File: src/hdl/ulsmc_pkg.sv
// Constants for the line status and modem control block
package ulsmc_pkg;
  localparam int FIFO_DEPTH  = 64;
  localparam int PTR_W       = 6;
  localparam int CNT_W       = 7;
  localparam int DATA_W      = 8;
  // Register select codes on the register port
  localparam logic SEL_LINE_STATUS   = 1'b0;
  localparam logic SEL_MODEM_CONTROL = 1'b1;
  // line_status bit positions
  localparam int LS_FIFO_ERR  = 7;
  localparam int LS_TX_EMPTY  = 6;
  localparam int LS_THR_EMPTY = 5;
  localparam int LS_BREAK     = 4;
  localparam int LS_FRAMING   = 3;
  localparam int LS_PARITY    = 2;
  localparam int LS_OVERRUN   = 1;
  localparam int LS_DATA_RDY  = 0;
  // modem_control bit positions
  localparam int MC_CLK_DIV4  = 7;
  localparam int MC_IRDA      = 6;
  localparam int MC_XON_ANY   = 5;
  localparam int MC_LOOPBACK  = 4;
  localparam int MC_TRIG_EN   = 2;
  localparam int MC_RTS       = 1;
  localparam int MC_DTR       = 0;
  // Bits guarded by the enhanced feature write enable
  localparam logic [7:0] MC_PROTECT_MASK = 8'he4;
  localparam logic [7:0] MC_RESET_VAL    = 8'h00;
  localparam logic [7:0] BREAK_CHAR      = 8'h00;
  localparam logic [1:0] PRESCALE_LAST   = 2'h3;
  // Entry layout: {break, framing, parity, data}
  localparam int ENT_W = DATA_W + 3;
endpackage

File: src/hdl/ulsmc_top.sv
// Line status reporting, receive FIFO flags and modem control register
`timescale 1ns/10ps
//////////////////////////////////////////////////////////////////////////////
//////////////////////////////////////////////////////////////////////////////
module ulsmc_top
  import ulsmc_pkg::*;
(
  input  wire logic              CLOCK_IN,
  input  wire logic              RST_IN,
  input  wire logic              REG_RD_IN,
  input  wire logic              REG_WR_IN,
  input  wire logic              REG_SEL_IN,
  input  wire logic [7:0]        REG_WDATA_IN,
  output logic      [7:0]        REG_RDATA_OUT,
  input  wire logic              EFR_WE_IN,
  input  wire logic              RX_PUSH_IN,
  input  wire logic [DATA_W-1:0] RX_DATA_IN,
  input  wire logic              RX_BREAK_IN,
  input  wire logic              RX_FRAMING_IN,
  input  wire logic              RX_PARITY_IN,
  input  wire logic              RX_POP_IN,
  output logic      [DATA_W-1:0] RX_DATA_OUT,
  input  wire logic              TX_HOLD_EMPTY_IN,
  input  wire logic              TX_SHIFT_EMPTY_IN,
  input  wire logic              TX_SERIAL_IN,
  output logic                   TX_PIN_OUT,
  input  wire logic              RX_PIN_IN,
  output logic                   RX_LINE_OUT,
  input  wire logic              CTS_N_IN,
  input  wire logic              DSR_N_IN,
  output logic                   MS_CTS_OUT,
  output logic                   MS_DSR_OUT,
  output logic                   BAUD_EN_OUT,
  output logic                   IRDA_MODE_OUT,
  output logic                   XON_ANY_OUT,
  output logic                   TRIG_ACCESS_OUT,
  input  wire logic              AUTO_RTS_EN_IN,
  input  wire logic              AUTO_RTS_N_IN,
  output logic                   RTS_N_OUT,
  input  wire logic              DTR_SELECT_IN,
  input  wire logic              GENERAL_PIN_FIVE_LEVEL_IN,
  output logic                   GENERAL_PIN_FIVE_N_OUT
);

//////////////////////////////////////////////////////////////////////////////
  // Pin synchronisers; first stage feeds only the second
  logic [2:0] sync1_reg, sync1_next, sync2_reg, sync2_next;
  always_comb begin
    sync1_next = {RX_PIN_IN, CTS_N_IN, DSR_N_IN};
    sync2_next = sync1_reg;
  end
  always_ff @(posedge CLOCK_IN) begin
    if (RST_IN) begin
      sync1_reg <= 3'h7;
      sync2_reg <= 3'h7;
    end else begin
      sync1_reg <= sync1_next;
      sync2_reg <= sync2_next;
    end
  end

//////////////////////////////////////////////////////////////////////////////
  // modem_control register
  logic [7:0] mc_reg, mc_next;
  always_comb begin
    mc_next = mc_reg;
    if (REG_WR_IN && REG_SEL_IN == SEL_MODEM_CONTROL) begin
      if (EFR_WE_IN)
        mc_next = REG_WDATA_IN;
      else
        mc_next = (mc_reg & MC_PROTECT_MASK) |
                  (REG_WDATA_IN & ~MC_PROTECT_MASK);
    end
  end
  always_ff @(posedge CLOCK_IN) begin
    if (RST_IN) mc_reg <= MC_RESET_VAL;
    else        mc_reg <= mc_next;
  end

  logic loop_en;
  assign loop_en         = mc_reg[MC_LOOPBACK];
  assign IRDA_MODE_OUT   = mc_reg[MC_IRDA];
  assign XON_ANY_OUT     = mc_reg[MC_XON_ANY];
  assign TRIG_ACCESS_OUT = mc_reg[MC_TRIG_EN];
  // Line stays idle high while looped so the peer sees nothing
  assign TX_PIN_OUT  = loop_en ? 1'b1 : TX_SERIAL_IN;
  assign RX_LINE_OUT = loop_en ? TX_SERIAL_IN : sync2_reg[2];
  assign MS_CTS_OUT  = loop_en ? mc_reg[MC_RTS] : ~sync2_reg[1];
  assign MS_DSR_OUT  = loop_en ? mc_reg[MC_DTR] : ~sync2_reg[0];
  assign RTS_N_OUT   = AUTO_RTS_EN_IN ? AUTO_RTS_N_IN
                                      : ~mc_reg[MC_RTS];
  // Pin level register is ignored while the pin serves terminal-ready
  assign GENERAL_PIN_FIVE_N_OUT = DTR_SELECT_IN ? ~mc_reg[MC_DTR]
                                     : GENERAL_PIN_FIVE_LEVEL_IN;

//////////////////////////////////////////////////////////////////////////////
  // Prescaler: every cycle, or one in four
  logic [1:0] pre_reg, pre_next;
  always_comb begin
    pre_next = pre_reg + 2'h1;
    if (!mc_reg[MC_CLK_DIV4]) pre_next = 2'h0;
  end
  always_ff @(posedge CLOCK_IN) begin
    if (RST_IN) pre_reg <= 2'h0;
    else        pre_reg <= pre_next;
  end
  assign BAUD_EN_OUT = !mc_reg[MC_CLK_DIV4] ||
                       (pre_reg == PRESCALE_LAST);

//////////////////////////////////////////////////////////////////////////////
  // Receive FIFO with per-character error flags
  logic [ENT_W-1:0]  mem_reg [FIFO_DEPTH];
  logic [ENT_W-1:0]  mem_next[FIFO_DEPTH];
  logic [PTR_W-1:0]  wp_reg, wp_next, rp_reg, rp_next;
  logic [CNT_W-1:0]  cnt_reg, cnt_next, err_reg, err_next;
  logic              ovr_reg, ovr_next;
  logic [DATA_W-1:0] rxd_reg, rxd_next;
  logic              do_push, do_pop, push_err, head_err;
  logic              ls_read;
  logic [ENT_W-1:0]  head;

  assign head     = mem_reg[rp_reg];
  assign do_pop   = RX_POP_IN && cnt_reg != '0;
  // A pop in the same cycle frees the slot, so a full FIFO still accepts
  assign do_push  = RX_PUSH_IN &&
                    (cnt_reg != CNT_W'(FIFO_DEPTH) || do_pop);
  assign push_err = RX_BREAK_IN | RX_FRAMING_IN | RX_PARITY_IN;
  assign head_err = |head[ENT_W-1:DATA_W];
  assign ls_read  = REG_RD_IN && REG_SEL_IN == SEL_LINE_STATUS;

  always_comb begin
    mem_next = mem_reg;
    wp_next  = wp_reg;
    rp_next  = rp_reg;
    cnt_next = cnt_reg;
    err_next = err_reg;
    rxd_next = rxd_reg;
    ovr_next = ovr_reg;
    if (ls_read) ovr_next = 1'b0;
    if (RX_PUSH_IN && !do_push) ovr_next = 1'b1;
    if (do_push) begin
      mem_next[wp_reg] = {RX_BREAK_IN, RX_FRAMING_IN, RX_PARITY_IN,
                          RX_BREAK_IN ? BREAK_CHAR : RX_DATA_IN};
      wp_next = wp_reg + PTR_W'(1);
    end
    if (do_pop) begin
      rxd_next = head[DATA_W-1:0];
      rp_next  = rp_reg + PTR_W'(1);
    end
    cnt_next = cnt_reg + CNT_W'(do_push) - CNT_W'(do_pop);
    err_next = err_reg + CNT_W'(do_push && push_err)
                       - CNT_W'(do_pop && head_err);
  end
  always_ff @(posedge CLOCK_IN) begin
    if (RST_IN) begin
      wp_reg  <= '0;
      rp_reg  <= '0;
      cnt_reg <= '0;
      err_reg <= '0;
      ovr_reg <= 1'b0;
      rxd_reg <= '0;
      for (int i = 0; i < FIFO_DEPTH; i++) mem_reg[i] <= '0;
    end else begin
      wp_reg   <= wp_next;
      rp_reg   <= rp_next;
      cnt_reg  <= cnt_next;
      err_reg  <= err_next;
      ovr_reg  <= ovr_next;
      rxd_reg  <= rxd_next;
      mem_reg  <= mem_next;
    end
  end
  assign RX_DATA_OUT = rxd_reg;

//////////////////////////////////////////////////////////////////////////////
  // Status word and read data
  logic [7:0] ls_val, rd_reg, rd_next;
  logic       not_empty;
  assign not_empty = cnt_reg != '0;
  always_comb begin
    ls_val               = 8'h00;
    ls_val[LS_FIFO_ERR]  = err_reg != '0;
    ls_val[LS_TX_EMPTY]  = TX_HOLD_EMPTY_IN & TX_SHIFT_EMPTY_IN;
    ls_val[LS_THR_EMPTY] = TX_HOLD_EMPTY_IN;
    // Empty FIFO holds stale flags, so they are masked
    ls_val[LS_BREAK]     = not_empty & head[ENT_W-1];
    ls_val[LS_FRAMING]   = not_empty & head[ENT_W-2];
    ls_val[LS_PARITY]    = not_empty & head[ENT_W-3];
    ls_val[LS_OVERRUN]   = ovr_reg;
    ls_val[LS_DATA_RDY]  = not_empty;
    rd_next = rd_reg;
    if (REG_RD_IN)
      rd_next = (REG_SEL_IN == SEL_LINE_STATUS) ? ls_val : mc_reg;
  end
  always_ff @(posedge CLOCK_IN) begin
    if (RST_IN) rd_reg <= 8'h00;
    else        rd_reg <= rd_next;
  end
  assign REG_RDATA_OUT = rd_reg;
endmodule

File: config.mk
export PLATFORM = sky130hd
export DESIGN_NAME = ulsmc_top
export DESIGN_NICKNAME = d
export VERILOG_FILES = /design/src/hdl/ulsmc_pkg.sv /design/src/hdl/ulsmc_top.sv
export SDC_FILE = /design/constraint.sdc
export NUM_CORES = 1
export LEC_CHECK = 0
export BUFFER_PORTS_ARGS = -buffer_cell sky130_fd_sc_hd__buf_4
export CORE_AREA = 10 10 257 259
export DETAILED_ROUTE_END_ITERATION = 8
export DIE_AREA = 0 0 267 269
export PLACE_DENSITY = 0.75
export SETUP_SLACK_MARGIN = 0.4
export SLEW_MARGIN = 15
export SYNTH_ARGS = -nofsm -noshare
export SYNTH_HDL_FRONTEND = slang
export SYNTH_SLANG_ARGS = --single-unit
File: constraint.sdc
create_clock -name CLOCK_IN -period 3.9 [get_ports CLOCK_IN]
set_input_delay 0.585 -clock CLOCK_IN [delete_from_list [all_inputs] [get_ports CLOCK_IN]]
set_output_delay 0.585 -clock CLOCK_IN [all_outputs]
set_load 0.01 [all_outputs]
# Yosys cells after proc, flatten, opt, wreduce, memory -nomap -nowiden
# Index checks and enable logic that the tools add are counted.
totals:
  reg_bits: 763
  latchBits: 0
  mem_bits_rw: 0
  romBits: 0
  inputBits: 37
  output_inout_bits: 26
  memories: 0
op_classes:
  addsub: 7
  n_mul: 0
  n_div: 0
  magnitude_cmp: 3
  eq_ne: 2
  shift: 0
  mux: 17
  n_bitwise: 15
  n_reduce_logical: 17
ops:
  columns: ["op", "count"]
  rows:
  - ["$bwmux W704", 1]
  - ["$bmux W11 S6", 1]
  - ["$demux W11 S6", 1]
  - ["$mux W11", 3]
  - ["$mux W8", 3]
  - ["$add A7 B1 Y7", 2]
  - ["$ge A7 B7 Y1 const B", 2]
  - ["$not A6 Y7", 2]
  - ["$reduce_bool A7 Y1", 2]
  - ["$sub A7 B1 Y7", 2]
  - ["$add A6 B1 Y6 const B", 2]
  - ["$logic_and A1 B1 Y1", 8]
  - ["$mux W1", 8]
  - ["$or A8 B5 Y8", 1]
  - ["$lt A7 B1 Y1 const B", 1]
  - ["$ne A7 B7 Y1 const B", 1]
  - ["$not A1 Y1", 6]
  - ["$and A1 B1 Y1", 4]
  - ["$reduce_or A3 Y1", 1]
  - ["$add A2 B1 Y2 const B", 1]
  - ["$eq A2 B2 Y1 const B", 1]
  - ["$logic_not A1 Y1", 2]
  - ["$logic_or A1 B1 Y1", 2]
  - ["$or A1 B1 Y1", 2]
  - ["other kinds (2)", 2]

# Longest topological paths before layout
# Gate-level depths: netlist (run 1).
depth:
  ltp_word: 7
  ltp_mapped: 21
  mapped_depth_nobuf: 17

# Worst setup path after synthesis (run 1)
# OpenSTA, ideal clock, no wires.
synth_timing:
  path_type: "register -> register"
  startpoint: "reg rp_reg[1]"
  endpoint: "reg err_reg[6]"
  t_arrival_ps: 3664
  required_ps: 3768
  setup_slack_ps: 104
  stages_incl_launch_ff: 21
  cell_sequence: "dfxtp_1 buf_2 buf_2 buf_4 buf_2 mux4_2 a221oi_1 a22oi_1 o22ai_1 a21oi_1 ha_1 inv_1 ha_1 inv_1 fa_1 nand2b_1 a21oi_1 o21ai_0 a21oi_1 or3_1 a21oi_1"
synth_via:
  elab_chain_len: 7
synth_rtl:
  columns: ["element", "line_no", "source"]
  rows:
  - ["from (decl)", "ulsmc_top.sv:114", "logic [PTR_W-1:0] wp_reg, wp_next, rp_reg, rp_next;"]
  - ["from (signal assigned)", "ulsmc_top.sv:165", "rp_reg <= rp_next;"]
  - ["$not A6 Y7 (implied by the code)", "ulsmc_top.sv:122", "assign head = mem_reg[rp_reg];"]
  - ["$bmux W11 S6", "ulsmc_top.sv:122", null]
  - ["$mux W11 (implied by the code) (2 in a row)", "ulsmc_top.sv:122", null]
  - ["$reduce_or A3 Y1", "ulsmc_top.sv:128", "assign head_err = |head[ENT_W-1:DATA_W];"]
  - ["$logic_and A1 B1 Y1", "ulsmc_top.sv:152", "- CNT_W'(do_pop && head_err);"]
  - ["$sub A7 B1 Y7", "ulsmc_top.sv:152", null]
  - ["to (signal assigned)", "ulsmc_top.sv:167", "err_reg <= err_next;"]
  - ["to (decl)", "ulsmc_top.sv:115", "logic [CNT_W-1:0] cnt_reg, cnt_next, err_reg, err_next;"]
# Every way passes these cells. The select of a mux whose other input is x is not followed.
# A chain may end at the register's enable or synchronous reset.

# Worst setup path in the final report (run 1)
layout_timing:
  startpoint: "reg rp_reg[0]"
  endpoint: "reg err_reg[6]"
# The elaborated chain is that of the path after synthesis.

==> metrics.sh, run 1 <==
WORST_PATH_MOST_REPEATED_CELL='sky130_fd_sc_hd__a21oi_2'
INITIAL_UTILIZATION=0.554
CLKLATENCYLATEPIN_NS=0.63
CLOCK_SINKS=763
INITIALDRTVIOLATIONCOUNT=3600
NETS=3836
NUMBER_OF_TOP_LEVEL_PINS=63
FLOW.AREA_GROWTH_FROM_SYNTHESIS_PCT=13.3
HOLD-PATH-ENDPOINT='sync1_reg[2]'
SYNTH_AREA_UM2=33800
DRV.MAX_CAP_VIOLATION_COUNT=0
DRT-PASS1-ITER-COUNT=6
SYN_INST=3846
NUMBER_OF_ANTENNA_VIOLATIONS_AT_THE_FIRST_CHECK_IN_GLOBAL_ROUTING=3
DRIVE_GT1_FRAC=0.166
RSZ0062_AT_GRT='true'
WORSTHOLDPATHCELLS=2
WORST_PATH_LARGEST_CELL_DELAY_NS=0.47
LAYOUT.CORE_UTILIZATION=0.627
CLKTRANSATPATHREGS_NS=0.07
GLOBALPLACE.CONGESTION=0.943
WORST-SLEW-PIN-TRANSITION_NS=1.14
FINALSETUPVIOLCOUNT=0
FP-ROW-COUNT=91
LARGEST_REGISTER_FF_COUNT=704
CRITPATHSLOWESTCELL='sky130_fd_sc_hd__dfxtp_4'
ASYNC_RESET_FF_FRAC=0
TOTAL_POWER_W=0.0190
DIE-AREA_UM2=71800
SYNTH-SEQ-CELLS=763
PERIOD_MINUS_WS_FINAL_NS=3.86
YOSYSWARNINGCOUNT=0
CRITPATHARRIVALTIME_NS=4.41
RUN_STATUS='finished clean'
TOTAL_CTS_BUFFERS=76
PLACE.DETAILED.HPWL_MM=64.9
PORT_BUFS=62
DETAIL_ROUTE.VIAS_PER_CELL=6.25
NETLIST.AREA_LEADER.SHARE=0.452
VDD_IR_DROP_MAX_mV=0.297
CRITICAL_PATH_REQUIRED_NS=4.44
DIE_W_UM=267
GRT_FIRST_PASS_WIRELENGTH_MM=159
PATH_CLASS='flip-flop to flip-flop'
TRITONCTS_CLOCK_TREE='yes'
TRACK_USAGE=0.279
ROUTED_WIRE_LENGTH_PER_INSTANCE_UM=22.1
TIMING_MAX_TRANSITION_VIOLATIONS_FINAL=0
SYNTH.LIB_CELLS_USED.DISTINCT=63
CORE_UM2=61000
FINAL.SETUP_SKEW_NS=0.0201
MAX_FREQ_MHz=259
POWER.DENSITY_nW_PER_UM2=496
POST-SYNTH-TOP-AREA-CELL='sky130_fd_sc_hd__dfxtp_1'
R2R_CELLS=20
DIE_H_UM=269
NUMBER_OF_GLOBAL_ROUTE_VIAS_BEFORE_REPAIR=27361
LEAKAGEPOWER_nW=12.6
CTS_ROOT_BUFFER='sky130_fd_sc_hd__clkbuf_16'
NUMBER_OF_ENABLE_TYPE_REGISTER_CELLS_IN_THE_SYNTHESIZED_NETLIST=0
GLOBAL_ROUTE.OVERFLOW_TOTAL=0
HOLD_VIOL_FINAL=0
REG2REG_SLACK_NS=0.04
WORST-PATH-MAX-FANOUT=11
MAXIMUM_NUMBER_OF_BUFFERS_FROM_CLOCK_ROOT_TO_SINK=3
POSTROUTEWIRELENGTH_MM=102
SYNTHESIS.NETS=3906
NUMBER_OF_DIODES=0
HOLD_PATH_CLASS='input port to flip-flop'
SYNTHTOPCELLSBYAREA='sky130_fd_sc_hd__dfxtp_1 45%, sky130_fd_sc_hd__mux4_2 13%, sky130_fd_sc_hd__nand2_1 9.5%'
H-TREE-DEPTH=3
DOMINANTREGCELLSYNTH='sky130_fd_sc_hd__dfxtp_1'
SETUP.WORST_PATH.START_CLASS='flip-flop'
FINAL_DESIGN_AREA_NO_FILL_UM2=38300
SLEW_HEADROOM=0.238
FINAL_ANTENNA_NET_COUNT=0
SEQUENCE_OF_CELLS_ON_THE_CRITICAL_PATH='buf_12 > buf_4 > buf_6 > mux2i_1 > o221ai_1 > a21oi_2 > nor2_1 > o31ai_2 > a21oi_4 > ha_4 > inv_2 > ha_4 > inv_2 > fa_2 > nand2b_4 > a21oi_4 > o21ai_2 > a21oi_2 > or3_1 > a21oi_2'
POSTSYNTHAREAPERCELL_UM2=8.79
TIMING.HOLD.WORST.START='RX_PIN_IN'
FIN_CRIT_SH=0.991
MAXIMUM_NUMBER_OF_PINS_ON_ONE_NET_BEFORE_GLOBAL_ROUTE_REPAIR=125
PLACEMENT.CELL_AREA_UM2=35000
RR_ENDPOINT='err_reg[6]'
CRITPATHCAPTURETYPE='flip-flop'
SYNTH_SEQ_AREA_SHARE=0.452
VIA_COUNT=28896
CRITICAL_PATH.REG2REG.STARTPOINT='rp_reg[0]'
REMAINING_DRC_ERRORS=0
[area by class of cell]
type,instances,area (um^2)
Clock buffer,111,2250
Clock inverter,24,383
Fill cell,4918,22700
Inverter,27,104
Multi-Input combinational cell,2648,17000
Sequential cell,763,15300
Tap cell,790,988
Timing Repair Buffer,260,2280
[synth_stat cells (4+ instances only)]
| master | count |
|---|---|
| sky130_fd_sc_hd__nand3b_1 | 4 |
| sky130_fd_sc_hd__buf_1 | 78 |
| sky130_fd_sc_hd__a22oi_1 | 5 |
| sky130_fd_sc_hd__and2_1 | 5 |
| sky130_fd_sc_hd__or3_1 | 6 |
| sky130_fd_sc_hd__nand2_1 | 859 |
| sky130_fd_sc_hd__a21oi_1 | 613 |
| sky130_fd_sc_hd__nor3b_1 | 5 |
| sky130_fd_sc_hd__buf_2 | 44 |
| sky130_fd_sc_hd__ha_1 | 21 |
| sky130_fd_sc_hd__nand3_1 | 126 |
| sky130_fd_sc_hd__nor2b_1 | 14 |
| sky130_fd_sc_hd__clkbuf_1 | 268 |
| sky130_fd_sc_hd__o21ai_1 | 11 |
| sky130_fd_sc_hd__buf_4 | 9 |
| sky130_fd_sc_hd__buf_6 | 8 |
| sky130_fd_sc_hd__nand2b_1 | 11 |
| sky130_fd_sc_hd__nand4b_1 | 4 |
| sky130_fd_sc_hd__dfxtp_1 | 763 |
| sky130_fd_sc_hd__a221oi_1 | 8 |
| sky130_fd_sc_hd__nor3_1 | 6 |
| sky130_fd_sc_hd__mux4_2 | 188 |
| sky130_fd_sc_hd__a221oi_2 | 4 |
| sky130_fd_sc_hd__or2_2 | 9 |
| sky130_fd_sc_hd__o21ai_0 | 272 |
| sky130_fd_sc_hd__mux2i_1 | 174 |
| sky130_fd_sc_hd__nor2_1 | 218 |
| sky130_fd_sc_hd__xor2_1 | 8 |
| sky130_fd_sc_hd__inv_1 | 25 |
| sky130_fd_sc_hd__a22o_1 | 16 |
| sky130_fd_sc_hd__xnor2_1 | 9 |
| sky130_fd_sc_hd__o221ai_1 | 9 |
[layer usage]
layer / share of wire / track usage / wire (um) / vias to the layer above
met1: 0.39 / 0.365 / 40200 / 13876
met5: 0.00018 / 0 / 18 / -
met3: 0.11 / 0.0560 / 10900 / 297
li1: - / - / - / 13134
met2: 0.46 / 0.439 / 46700 / 1587
met4: 0.044 / 0.130 / 4490 / 2
[worst max path at each step]
stage | from | end | cells after the start
2_1_floorplan | rp_reg[0] | err_reg[6] | 19
3_3_place_gp | rp_reg[0] | err_reg[6] | 19
3_5_place_dp | rp_reg[0] | err_reg[6] | 19
4_1_cts | rp_reg[0] | err_reg[6] | 18
5_1_grt | rp_reg[0] | err_reg[6] | 20
6_report | rp_reg[0] | err_reg[6] | 20
[where the power goes]
part	switching, W	total (W)	internal, W
Clock	0.00314	0.00780	0.00466
Sequential	0.000119	0.00803	0.00791
Combinational	0.00177	0.00317	0.00141
[timing repair]
action / 4_1_cts / 5_1_grt
setup endpoints to repair: 3 / 11
pin swaps: 13 / 16
cloned: 2 / 0
setup buffers: 30 / 15
hold buffers: 0 / 0
gates resized for setup: 26 / 15
[worst max-delay path: cells and delay by family (launching register included)]
kind                       cells  cell delay [ns]
AOI/OAI and AO/OA              8             1.24
adders and majority gates      3             0.63
and+or+nand+nor                3             0.62
muxes                          1             0.22
DFF                            1             0.47
buffers and inverters          5             0.60
[kinds of logic after synthesis]
logic type / Yosys count / share of synthesized area
AND/OR/NAND/NOR: 1283 / 0.154
AO/OA/AOI/OAI: 961 / 0.150
flip-flops: 763 / 0.452
buffers and inverters: 435 / 0.0530
multiplexers: 364 / 0.177
adder cells (fa/ha/maj): 23 / 0.00896
XOR/XNOR: 17 / 0.00441
[per-stage QoR]
| stage | hold WS (ns) | setup TNS, ns | std cells | setup WS, ns |
|---|---|---|---|---|
| 6_report | 0.148 | 0 | 4623 | 0.0351 |
| 5_1_grt | 0.157 | -0.177 | 4623 | -0.141 |
| 4_1_cts | 0.134 | 0 | 4608 | 0.182 |
| 3_5_place_dp | 0.394 | -0.0136 | 4441 | -0.0136 |
| 3_3_place_gp | 0.392 | 0 | 4441 | 0.0346 |
| 2_1_floorplan | 0.389 | 0 | 3846 | 0.388 |
[placed cells by master, fill, tap and decap left out, drive strengths merged, types with 4 or more instances in the layout]
master,count
nand2,859
dfxtp,763
a21oi,613
o21ai,283
buf,260
nor2,218
mux4,188
mux2i,174
nand3,126
clkbuf,111
inv,28
ha,21
a22o,16
nor2b,14
a221oi,12
nand2b,11
bufinv,10
o221ai,10
clkinv,10
or2,9
xnor2,9
xor2,8
or3,6
nor3,6
and2,5
nor3b,5
a22oi,5
nand4b,4
nand3b,4
(Power assumes the default switching activity.)
==> run 2: changes to the inputs <==
- RECOVER_POWER: default -> 25
==> metrics.sh, run 2 (synthesis results as in run 1) <==
DIE_W_UM=267
NUMBER_OF_TOP_LEVEL_PINS=63
DIE-AREA_UM2=71800
N_FILL_CELL=4918
NETS=3836
ROUTED_WIRE_LENGTH_PER_INSTANCE_UM=22.1
WORST-PATH-MAX-FANOUT=11
FIN_CRIT_SH=0.991
DRT-PASS1-ITER-COUNT=6
PLACE.DETAILED.HPWL_MM=64.9
LAYOUT.AREA.SEQ_UM2=15300
WORST-SLEW-PIN-TRANSITION_NS=1.14
PATH_CLASS='flip-flop to flip-flop'
CTS_ROOT_BUFFER='sky130_fd_sc_hd__clkbuf_16'
LAYOUT.CORE_UTILIZATION=0.627
NUMBER_OF_ANTENNA_VIOLATIONS_AT_THE_FIRST_CHECK_IN_GLOBAL_ROUTING=3
DIE_H_UM=269
CRITICAL_PATH_REQUIRED_NS=4.44
FINAL.SETUP_SKEW_NS=0.0201
FP-ROW-COUNT=91
GLOBAL_ROUTE.OVERFLOW_TOTAL=0
DETAIL_ROUTE.VIAS_PER_CELL=6.25
RUN_STATUS='finished clean'
MOSTFREQUENTLAYOUTCELLS='859 x sky130_fd_sc_hd__nand2_1, 760 x sky130_fd_sc_hd__dfxtp_1, 608 x sky130_fd_sc_hd__a21oi_1, 270 x sky130_fd_sc_hd__o21ai_0, 231 x sky130_fd_sc_hd__buf_4'
CLKTRANSATPATHREGS_NS=0.07
TOTAL_POWER_W=0.0190
DRIVE_GT1_FRAC=0.166
VIA_COUNT=28896
REMAINING_DRC_ERRORS=0
NUMBER_OF_GLOBAL_ROUTE_VIAS_BEFORE_REPAIR=27361
FLOW.AREA_GROWTH_FROM_SYNTHESIS_PCT=13.3
GRT_FIRST_PASS_WIRELENGTH_MM=159
FINAL_DESIGN_AREA_NO_FILL_UM2=38300
LARGEST_REGISTER_FF_COUNT=704
CRITPATHARRIVALTIME_NS=4.41
TRACK_USAGE=0.279
SETUP-TNS-FINAL_NS=0
TOTAL_CTS_BUFFERS=76
FINAL_ANTENNA_NET_COUNT=0
HOLDBUFCOUNTCTS=0
CLOCK_SINKS=763
INITIALDRTVIOLATIONCOUNT=3600
LEAKAGEPOWER_nW=12.6
HOLD_PATH_CLASS='input port to flip-flop'
PERIOD_MINUS_WS_FINAL_NS=3.86
PORT_BUFS=62
MULTIINPUTGATEAREA_UM2=17000
TIMING_MAX_TRANSITION_VIOLATIONS_FINAL=0
DRV.MAX_CAP_VIOLATION_COUNT=0
MAXIMUM_NUMBER_OF_PINS_ON_ONE_NET_BEFORE_GLOBAL_ROUTE_REPAIR=125
MOSTFREQUENTLAYOUTCELL='sky130_fd_sc_hd__nand2_1'
NUMBER_OF_DIODES=0
TRITONCTS_CLOCK_TREE='yes'
SLEW_HEADROOM=0.238
FINALSETUPVIOLCOUNT=0
CORE_UM2=61000
SETUP.WORST_PATH.START_CLASS='flip-flop'
VDD_IR_DROP_MAX_mV=0.297
GLOBALPLACE.CONGESTION=0.943
MAXIMUM_NUMBER_OF_BUFFERS_FROM_CLOCK_ROOT_TO_SINK=3
POWER.DENSITY_nW_PER_UM2=496
POSTROUTEWIRELENGTH_MM=102
PLACEMENT.CELL_AREA_UM2=35000
HOLD_VIOL_FINAL=0
MAX_FREQ_MHz=259
CLKLATENCYLATEPIN_NS=0.63
CRITPATHCAPTURETYPE='flip-flop'
INITIAL_UTILIZATION=0.554
RSZ0062_AT_GRT='true'
H-TREE-DEPTH=3
-- run 2: timing repair --
action | in CTS | in global routing
hold endpoints to repair | 0 | 0
buffers inserted | 30 | 15
gates cloned | 2 | 0
setup endpoints to repair | 3 | 11
pin swaps | 13 | 16
gates resized for setup | 26 | 15
-- run 2: power breakdown --
| group | switching [W] | internal, W |
|---|---|---|
| clock | 0.00314 | 0.00466 |
| combinational | 0.00177 | 0.00141 |
| sequential | 0.000119 | 0.00791 |
-- run 2: final timing paths --
kind	start	to	slack [ns]	depth (start not counted)
max reg2reg	rp_reg[0]	err_reg[6]	0.04	20
min	RX_PIN_IN	sync1_reg[2]	0.15	2
min reg2reg	sync1_reg[1]	sync2_reg[1]	0.41	1
max	rp_reg[0]	err_reg[6]	0.04	20
-- run 2: worst max-delay path: stages, from the launching register on --
cell	delay [ns]
sky130_fd_sc_hd__dfxtp_4	0.47
sky130_fd_sc_hd__buf_12	0.18
sky130_fd_sc_hd__buf_4	0.13
sky130_fd_sc_hd__buf_6	0.19
sky130_fd_sc_hd__mux2i_1	0.22
sky130_fd_sc_hd__o221ai_1	0.20
sky130_fd_sc_hd__a21oi_2	0.21
sky130_fd_sc_hd__nor2_1	0.09
sky130_fd_sc_hd__o31ai_2	0.29
sky130_fd_sc_hd__a21oi_4	0.12
sky130_fd_sc_hd__ha_4	0.27
sky130_fd_sc_hd__inv_2	0.04
sky130_fd_sc_hd__ha_4	0.15
sky130_fd_sc_hd__inv_2	0.06
sky130_fd_sc_hd__fa_2	0.21
sky130_fd_sc_hd__nand2b_4	0.14
sky130_fd_sc_hd__a21oi_4	0.06
sky130_fd_sc_hd__o21ai_2	0.15
sky130_fd_sc_hd__a21oi_2	0.08
sky130_fd_sc_hd__or3_1	0.39
sky130_fd_sc_hd__a21oi_2	0.13
-- run 2: layer usage --
| metal | wire (um) | GRT usage | vias to the layer above |
|---|---|---|---|
| li1 | - | - | 13134 |
| met5 | 18 | 0 | - |
| met2 | 46700 | 0.439 | 1585 |
| met4 | 4490 | 0.130 | 2 |
| met3 | 10900 | 0.0560 | 297 |
| met1 | 40200 | 0.365 | 13878 |
-- run 2: stage by stage --
stage,hold slack [ns],setup WS [ns],cells
2_1_floorplan,0.389,0.388,3846
3_3_place_gp,0.392,0.0346,4441
3_5_place_dp,0.394,-0.0136,4441
4_1_cts,0.134,0.182,4608
5_1_grt,0.157,-0.141,4623
6_report,0.148,0.0351,4623
-- run 2: layout make-up --
cell class                      instances  share of cell area
Timing Repair Buffer                  260              0.0594
Clock buffer                          111              0.0587
Inverter                               27             0.00271
Tap cell                              790              0.0258
Multi-Input combinational cell       2648               0.444
Sequential cell                       763               0.399
Clock inverter                         24              0.0100
